<file path="src/core/spi_ctl_pkg.sv">
package spi_ctl_pkg;
    // ------------------------------------------------------------
    // frame layout
    // ------------------------------------------------------------
    localparam int          BYTE_BITS  = 8;
    localparam int          ADDR_BITS  = 7;
    localparam int          REG_COUNT  = 128;
    localparam logic [3:0]  LAST_BIT   = 4'h7;
    localparam logic        DIR_WRITE  = 1'b0;
    localparam logic        DIR_READ   = 1'b1;
    localparam logic [7:0]  REG_RESET  = 8'h00;

    typedef enum logic [1:0] {
        FR_IDLE,
        FR_CMD,
        FR_DATA,
        FR_DONE
    } frame_e;
endpackage

</file>
<file path="src/core/reg_bus_if.sv">
`timescale 1ns/1ps
// ------------------------------------------------------------
// register file access between frame engine and storage
// ------------------------------------------------------------
interface reg_bus_if;
    logic       wr_en;
    logic [6:0] wr_addr;
    logic [7:0] wr_data;
    logic [6:0] rd_addr;
    logic [7:0] rd_data;

    modport engine (output wr_en, output wr_addr, output wr_data, output rd_addr,
                    input rd_data);
    modport store  (input wr_en, input wr_addr, input wr_data, input rd_addr,
                    output rd_data);
endinterface

</file>
<file path="src/core/ctl_reg_mem.sv">
`timescale 1ns/1ps
// ------------------------------------------------------------
// control register storage, registered read data
// ------------------------------------------------------------
module ctl_reg_mem #(
    parameter int DEPTH = spi_ctl_pkg::REG_COUNT
) (
    // clock and reset
    input  wire logic  clk,
    input  wire logic  sys_rst,
    // access port
    reg_bus_if.store   bus
);
    import spi_ctl_pkg::*;

    logic [7:0] mem      [DEPTH];
    logic [7:0] next_mem [DEPTH];
    logic [7:0] rd_q;

    // write decode
    always_comb begin
        for (int i = 0; i < DEPTH; i++) begin
            next_mem[i] = mem[i];
        end
        if (bus.wr_en) begin
            next_mem[bus.wr_addr] = bus.wr_data;
        end
    end

    // storage clears to defaults on reset
    always_ff @(posedge clk) begin
        for (int i = 0; i < DEPTH; i++) begin
            mem[i] <= sys_rst ? REG_RESET : next_mem[i];
        end
        rd_q <= sys_rst ? REG_RESET : mem[bus.rd_addr];
    end

    assign bus.rd_data = rd_q;
endmodule // ctl_reg_mem

</file>
<file path="src/core/spi_ctl_port.sv">
`timescale 1ns/1ps
module spi_ctl_port (
    // system
    input  wire logic clk,
    input  wire logic sys_rst,
    // serial link pins
    input  wire logic sclk,
    input  wire logic slave_select_n,
    input  wire logic mosi,
    output logic      miso,
    output logic      miso_oe,
    // status
    output logic      frame_done,
    output logic      write_done
);
    import spi_ctl_pkg::*;

    // ------------------------------------------------------------
    // pin synchronisers
    // ------------------------------------------------------------
    logic [1:0] sclk_s, ss_s, mosi_s;
    logic       sclk_d, ss_d;
    // two flops per pin; the third stage only feeds edge finding
    always_ff @(posedge clk) begin
        sclk_s <= sys_rst ? 2'h0 : {sclk_s[0], sclk};
        ss_s   <= sys_rst ? 2'h3 : {ss_s[0], slave_select_n};
        mosi_s <= sys_rst ? 2'h0 : {mosi_s[0], mosi};
        sclk_d <= sys_rst ? 1'b0 : sclk_s[1];
        ss_d   <= sys_rst ? 1'b1 : ss_s[1];
    end

    // with clock idle low, rising edge is first edge (launch), falling samples
    logic lead_edge, trail_edge, ss_fall, ss_act;
    assign lead_edge  = sclk_s[1] & ~sclk_d;
    assign trail_edge = ~sclk_s[1] & sclk_d;
    assign ss_fall    = ~ss_s[1] & ss_d;
    assign ss_act     = ~ss_s[1];

    // ------------------------------------------------------------
    // frame engine
    // ------------------------------------------------------------
    reg_bus_if rb ();
    ctl_reg_mem #(.DEPTH(REG_COUNT)) ctl_reg_mem_i (.clk(clk), .sys_rst(sys_rst), .bus(rb));

    frame_e     st, next_st;
    logic [3:0] cnt, next_cnt;
    logic [7:0] shin, next_shin;
    logic [7:0] shout, next_shout;
    logic [6:0] addr, next_addr;
    logic       is_rd, next_is_rd;
    logic       load_pend, next_load_pend;
    // second stage waits out the registered read of the storage
    logic       load_go, next_load_go;
    logic       next_miso, next_oe, next_fdone, next_wdone;
    logic       wr_en, next_wr_en;
    logic [7:0] wr_data, next_wr_data;

    assign rb.wr_en   = wr_en;
    assign rb.wr_addr = addr;
    assign rb.wr_data = wr_data;
    assign rb.rd_addr = addr;

    // next-state logic; device never starts a frame on its own
    always_comb begin
        next_st        = st;
        next_cnt       = cnt;
        next_shin      = shin;
        next_shout     = shout;
        next_addr      = addr;
        next_is_rd     = is_rd;
        next_load_pend = 1'b0;
        next_load_go   = load_pend;
        next_miso      = miso;
        next_oe        = miso_oe;
        next_fdone     = 1'b0;
        next_wdone     = 1'b0;
        next_wr_en     = 1'b0;
        next_wr_data   = wr_data;
        // read data stands two cycles after the command boundary; loaded once only,
        // so a value whose shifted remainder is zero is never fetched again
        if (load_go) begin
            next_shout = rb.rd_data;
        end
        if (ss_fall) begin
            next_st    = FR_CMD;
            next_cnt   = 4'h0;
            next_shout = REG_RESET;
            next_oe    = 1'b1;
        end else if (!ss_act) begin
            next_oe = 1'b0;
            next_st = FR_IDLE;
        end else begin
            unique case (st)
                FR_IDLE, FR_DONE: begin
                end
                FR_CMD: begin
                    if (lead_edge) begin
                        next_miso = shout[BYTE_BITS-1];
                        next_shout = {shout[6:0], 1'b0};
                    end
                    if (trail_edge) begin
                        next_shin = {shin[6:0], mosi_s[1]};
                        next_cnt  = cnt + 4'h1;
                        if (cnt == LAST_BIT) begin
                            next_addr  = shin[6:0];
                            next_is_rd = mosi_s[1];
                            next_cnt   = 4'h0;
                            next_st    = FR_DATA;
                        end
                    end
                    // fetch read value at the command boundary
                    if (st == FR_CMD && trail_edge && cnt == LAST_BIT) begin
                        next_load_pend = (mosi_s[1] == DIR_READ);
                    end
                end
                FR_DATA: begin
                    // value to send was loaded before the first data clock rises
                    if (lead_edge) begin
                        next_miso  = is_rd ? shout[BYTE_BITS-1] : 1'b0;
                        next_shout = {shout[6:0], 1'b0};
                    end
                    if (trail_edge) begin
                        next_shin = {shin[6:0], mosi_s[1]};
                        next_cnt  = cnt + 4'h1;
                        if (cnt == LAST_BIT) begin
                            next_st      = FR_DONE;
                            next_fdone   = 1'b1;
                            next_wr_en   = (is_rd == DIR_WRITE);
                            next_wdone   = (is_rd == DIR_WRITE);
                            next_wr_data = {shin[6:0], mosi_s[1]};
                        end
                    end
                end
                default: next_st = FR_IDLE;
            endcase
        end
    end

    always_ff @(posedge clk) begin
        if (sys_rst) begin
            st        <= FR_IDLE;
            cnt       <= 4'h0;
            shin      <= 8'h00;
            shout     <= 8'h00;
            addr      <= 7'h00;
            is_rd     <= 1'b0;
            load_pend <= 1'b0;
            load_go   <= 1'b0;
            miso      <= 1'b0;
            miso_oe   <= 1'b0;
            frame_done <= 1'b0;
            write_done <= 1'b0;
            wr_en     <= 1'b0;
            wr_data   <= 8'h00;
        end else begin
            st        <= next_st;
            cnt       <= next_cnt;
            shin      <= next_shin;
            shout     <= next_shout;
            addr      <= next_addr;
            is_rd     <= next_is_rd;
            load_pend <= next_load_pend;
            load_go   <= next_load_go;
            miso      <= next_miso;
            miso_oe   <= next_oe;
            frame_done <= next_fdone;
            write_done <= next_wdone;
            wr_en     <= next_wr_en;
            wr_data   <= next_wr_data;
        end
    end

    // ------------------------------------------------------------
    // checks
    // ------------------------------------------------------------
    AST_WRITE_ONLY: assert property (@(posedge clk) disable iff (sys_rst)
        wr_en |-> (is_rd == DIR_WRITE)) else $error("store on read frame");
    AST_NEW_FRAME: assert property (@(posedge clk) disable iff (sys_rst)
        ss_fall |=> (st == FR_CMD && cnt == 4'h0)) else $error("frame not restarted");
    AST_OE_IDLE: assert property (@(posedge clk) disable iff (sys_rst)
        (!ss_act && !ss_fall) |=> !miso_oe) else $error("miso driven while idle");
    AST_DONE_PULSE: assert property (@(posedge clk) disable iff (sys_rst)
        frame_done |=> !frame_done) else $error("done not a pulse");
    AST_WDONE: assert property (@(posedge clk) disable iff (sys_rst)
        write_done |-> frame_done) else $error("write without frame end");
    AST_CMD_LEN: assert property (@(posedge clk) disable iff (sys_rst)
        (st == FR_CMD) |-> cnt <= LAST_BIT) else $error("command overrun");
    AST_WR_DATA: assert property (@(posedge clk) disable iff (sys_rst)
        wr_en |-> wr_data == shin) else $error("write data mismatch");
    AST_READ_DIR: assert property (@(posedge clk) disable iff (sys_rst)
        (st == FR_DATA && is_rd && lead_edge) |=> miso == $past(shout[7]))
        else $error("read bit wrong");

    // pin and engine-state checks; each holds for any host that keeps the clock rules
    AST_OE_ACTIVE: assert property (@(posedge clk) disable iff (sys_rst)
        ss_act |=> miso_oe) else $error("miso not driven in frame");
    AST_IDLE_RESET: assert property (@(posedge clk) disable iff (sys_rst)
        !ss_act |=> (st == FR_IDLE)) else $error("engine busy without select");
    AST_CMD_QUIET: assert property (@(posedge clk) disable iff (sys_rst)
        (st == FR_CMD && ss_act && lead_edge) |=> !miso) else $error("miso active in command");
    AST_WRITE_QUIET: assert property (@(posedge clk) disable iff (sys_rst)
        (st == FR_DATA && !is_rd && ss_act && lead_edge) |=> !miso)
        else $error("miso active in write data");
    AST_LOAD_READ: assert property (@(posedge clk) disable iff (sys_rst)
        load_go |-> is_rd) else $error("read value fetched on a write");
    AST_DONE_AFTER: assert property (@(posedge clk) disable iff (sys_rst)
        (st == FR_DATA && ss_act && trail_edge && cnt == LAST_BIT) |=> frame_done)
        else $error("frame end missed");
endmodule // spi_ctl_port
</file>
<file path="config.mk">
export PLATFORM = sky130hd
export DESIGN_NAME = spi_ctl_port
export DESIGN_NICKNAME = d
export VERILOG_FILES = /design/src/core/spi_ctl_pkg.sv /design/src/core/reg_bus_if.sv /design/src/core/ctl_reg_mem.sv /design/src/core/spi_ctl_port.sv
export SDC_FILE = /design/constraint.sdc
export NUM_CORES = 2
export LEC_CHECK = 0
export BUFFER_PORTS_ARGS = -buffer_cell sky130_fd_sc_hd__buf_4
export CELL_PAD_IN_SITES_DETAIL_PLACEMENT = 0
export CELL_PAD_IN_SITES_GLOBAL_PLACEMENT = 1
export CORE_ASPECT_RATIO = 1.5
export CORE_UTILIZATION = 44
export CTS_CLUSTER_SIZE = 8
export DETAILED_ROUTE_END_ITERATION = 6
export MAX_ROUTING_LAYER = met4
export PLACE_DENSITY = 0.84
export SKIP_CTS_REPAIR_TIMING = 1
export SLEW_MARGIN = 20
export SYNTH_ARGS = -nofsm -noshare
export SYNTH_HDL_FRONTEND = slang
export SYNTH_SLANG_ARGS = --single-unit
export TNS_END_PERCENT = 20
</file>
<file path="constraint.sdc">
create_clock -name clk -period 1.8 [get_ports clk]
set_input_delay 0.09 -clock clk [delete_from_list [all_inputs] [get_ports clk]]
set_output_delay 0.09 -clock clk [all_outputs]
set_load 0.01 [all_outputs]
</file>
==> out/metrics.yaml <==
routing:
  drc: 0
  ant_nets: 0
  vias_per_cell: 5.954
  routed_wl_um: 166600
  vias: 45635
  first_pass_iters: 6
  drt_iter0_drc: 4211
  wl_per_cell_um: 21.74
cells_and_area:
  area_growth_pct: 27.17
  nets: 6242
  drive_above_1_share_pct: 18.72
  multiInputGateArea_um2: 25010
  nFillCells: 9525
  seq_area_um2: 21710
  fin_cells: 7665
worst_hold_path:
  hp-start: "sys_rst"
  whs_path_depth: 3
  hold_end: "ctl_reg_mem_i.mem[51][7]"
  hold_path_class: "primary input to flop"
synthesis:
  synth_area_leaders: "dfxtp_1 (45%), mux2i_1 (13%), a21oi_1 (10%)"
  yosysTopAreaCell: "dfxtp_1"
  synth_ff_type: "dfxtp_1"
  synth_area_um2: 47790
  syn-mean-instance-area_um2: 8.046
  synth.distinct_cells: 44
  synth.most_common_cell: "dfxtp_1"
  ys_top_cells_by_count: "dfxtp_1 (1083), nand2_1 (1059), a21oi_1 (972), nand3_1 (652), mux2i_1 (601)"
  ys_seq_area_share_pct: 45.36
  yosysWarnings: 0
  synth-edff-count: 0
  synthCells: 5940
  synth_nets: 5950
  async_flop_share_pct: 0
  ys_ff_latch: 1083
  synth_top_cell_area_share_pct: 45.36
power:
  leakage_uw: 0.01852
  ir_worst_vdd_mv: 1.046
  power_density_nw_per_um2: 833.3
sta:
  fin_skew_ns: 0.02698
  worst_slew_pin_slew_ns: 0.9976
  worst_slack_ns: -0.7174
  slew_violations: 0
  min_period_ns: 2.517
  rsz0062_at_grt: "yes"
  relSlewSlack_pct: 33.42
  final_hold_viol_count: 0
  fin_setup_tns_ns: -365.63
  setup_violations: 1033
  max_freq_mhz: 397.2
  period_share_pct: 139.9
  whs_ns: 0.2939
clock_tree:
  cts.sinks: 1083
  cts_root_buf: "clkbuf_16"
  clk_pin_slew_ns: 0.05
  h-tree-depth: 4
  cts_made_buffers: 153
  clock_latency_ns: 0.77
  cts_tree: "yes"
  ctsLongestPathBuffers: 3
global_route:
  grt_pass1_vias: 43185
  grt_max_degree: 100
  grt_pass1_wl_um: 248800
  track_usage_pct: 29.29
  antenna_found_initial: 1
  grt_remaining_overflow: 0
setup_path:
  cp_data_arrival_time_ns: 3.15
  path_max_fanout: 7
  worstReg2RegEnd: "ctl_reg_mem_i.bus.rd_data[0]"
  start_kind: "flop"
  critPathMaxStageDelay_ns: 0.40
  path_cells: "buf_12 -> clkbuf_16 -> buf_4 -> mux2i_1 -> o22ai_2 -> o21ai_2 -> buf_4 -> a41oi_2 -> buf_4 -> o41a_1"
  critPathKind: "flop to flop"
  worstPathRequired_ns: 2.44
  crit_buf_inv: 5
  cpMaxStageDelayCell: "o41a_1"
  crit_top_cell: "buf_4"
  rr_worst_depth: 10
  crit_path_end_kind: "flop"
  r2r_setup_slack_ns: -0.72
  r2r-start: "addr[0]"
  cp_top_family: "compound AO/OA/AOI/OAI gates"
placement:
  io_buffers: 8
  place_hpwl_um: 105600
  place_inst: 7410
  globalplace.congestion: 0.9267
floorplan:
  rows: 147
  initial_core_util_pct: 44.50
  fp.dieArea_um2: 110000
  io_pins: 9
  die_w_um: 271.1
  core_area_um2: 107400
  die_y_um: 405.7
status:
  violations: "negative setup slack"
  status: "finished, violations left"
job:
  maxCapViolations: 0
-- per-stage QoR --
step | setup WS (ns) | util, % | power [uW] | area [um2]
floorplan | -0.01767 | - | 24850 | 48200
global placement | -0.9677 | 50.16 | 25050 | 53870
detailed placement | -0.9729 | 50.16 | 25050 | 53870
CTS | -1.013 | 54.02 | 50900 | 58020
global route | -0.7457 | 56.59 | 51890 | 60780
finish | -0.7174 | 56.59 | 50650 | 60780
-- worst register-to-register path: stages (launching register included) --
cell	delay [ns]
dfxtp_4	0.39
buf_12	0.16
clkbuf_16	0.18
buf_4	0.12
mux2i_1	0.28
o22ai_2	0.16
o21ai_2	0.17
buf_4	0.16
a41oi_2	0.19
buf_4	0.20
o41a_1	0.40
-- cells by family after synthesis --
logic type / after synthesis / synth area share (%)
simple gates: 1925 / 17.51
compound gates: 1731 / 19.21
mux: 602 / 12.61
flops: 1083 / 45.36
xor+xnor: 1 / 0.01833
buf+inv: 593 / 5.160
fa+ha+maj: 5 / 0.1309
-- where the power goes --
part           switching [uW]  internal, uW
combinational             461           132
sequential               6.57         24000
clock                   10400         15700
total                   10800         39800
-- layout by cell type, fill, tap and decap left out, types with 146 or more instances in the layout --
master     Yosys  layout
a21oi_1      972     905
buf_12         0     146
buf_4          9     486
clkbuf_16      0     184
dfxtp_1     1083    1074
mux2i_1      601     576
nand2_1     1059    1002
nand3_1      652     625
o21ai_0      443     367
o22ai_1      256     245
-- worst max-delay path by stage --
stage / from / end / slack (ns) / depth (start not counted)
after floorplan: addr[0] / ctl_reg_mem_i.bus.rd_data[7] / -0.02 / 9
after global placement: addr[0] / ctl_reg_mem_i.bus.rd_data[3] / -0.97 / 8
after detailed placement: addr[0] / ctl_reg_mem_i.bus.rd_data[6] / -0.97 / 10
after CTS: addr[0] / ctl_reg_mem_i.bus.rd_data[6] / -1.01 / 10
after global routing: addr[0] / ctl_reg_mem_i.bus.rd_data[0] / -0.75 / 10
final: addr[0] / ctl_reg_mem_i.bus.rd_data[0] / -0.72 / 10
-- layer usage --
layer | part of all wire [%] | track usage (%) | up-vias
li1 | - | - | 21412
met1 | 39 | 33.48 | 22033
met2 | 50 | 50.30 | 1724
met3 | 5.7 | 3.933 | 466
met4 | 5.7 | 14.28 | 0
met5 | 0 | - | -
-- final cells by class --
cell class                      count  share of cell area (%)
Timing Repair Buffer              724                   13.36
Tap cell                         1415                   2.913
Clock buffer                      166                   6.676
Clock inverter                      6                  0.1482
Inverter                            6                 0.03705
Multi-Input combinational cell   4264                   41.14
Sequential cell                  1083                   35.73
Antenna cell                        1                0.004117
-- registers in the layout (all words and copies together), names as in the netlist --
signal / count
ss_d: 1
load_pend: 1
cnt: 4
shin: 7
ss_s: 2
rb.wr_data: 8
is_rd: 1
ctl_reg_mem_i.bus.rd_data: 8
rb.wr_en: 1
miso_oe: 1
sclk_s: 2
mosi_s: 2
load_go: 1
st: 2
miso: 1
addr: 7
sclk_d: 1
frame_done: 1
shout: 8
ctl_reg_mem_i.mem: 1024
Power figures use the tool's default switching activity.
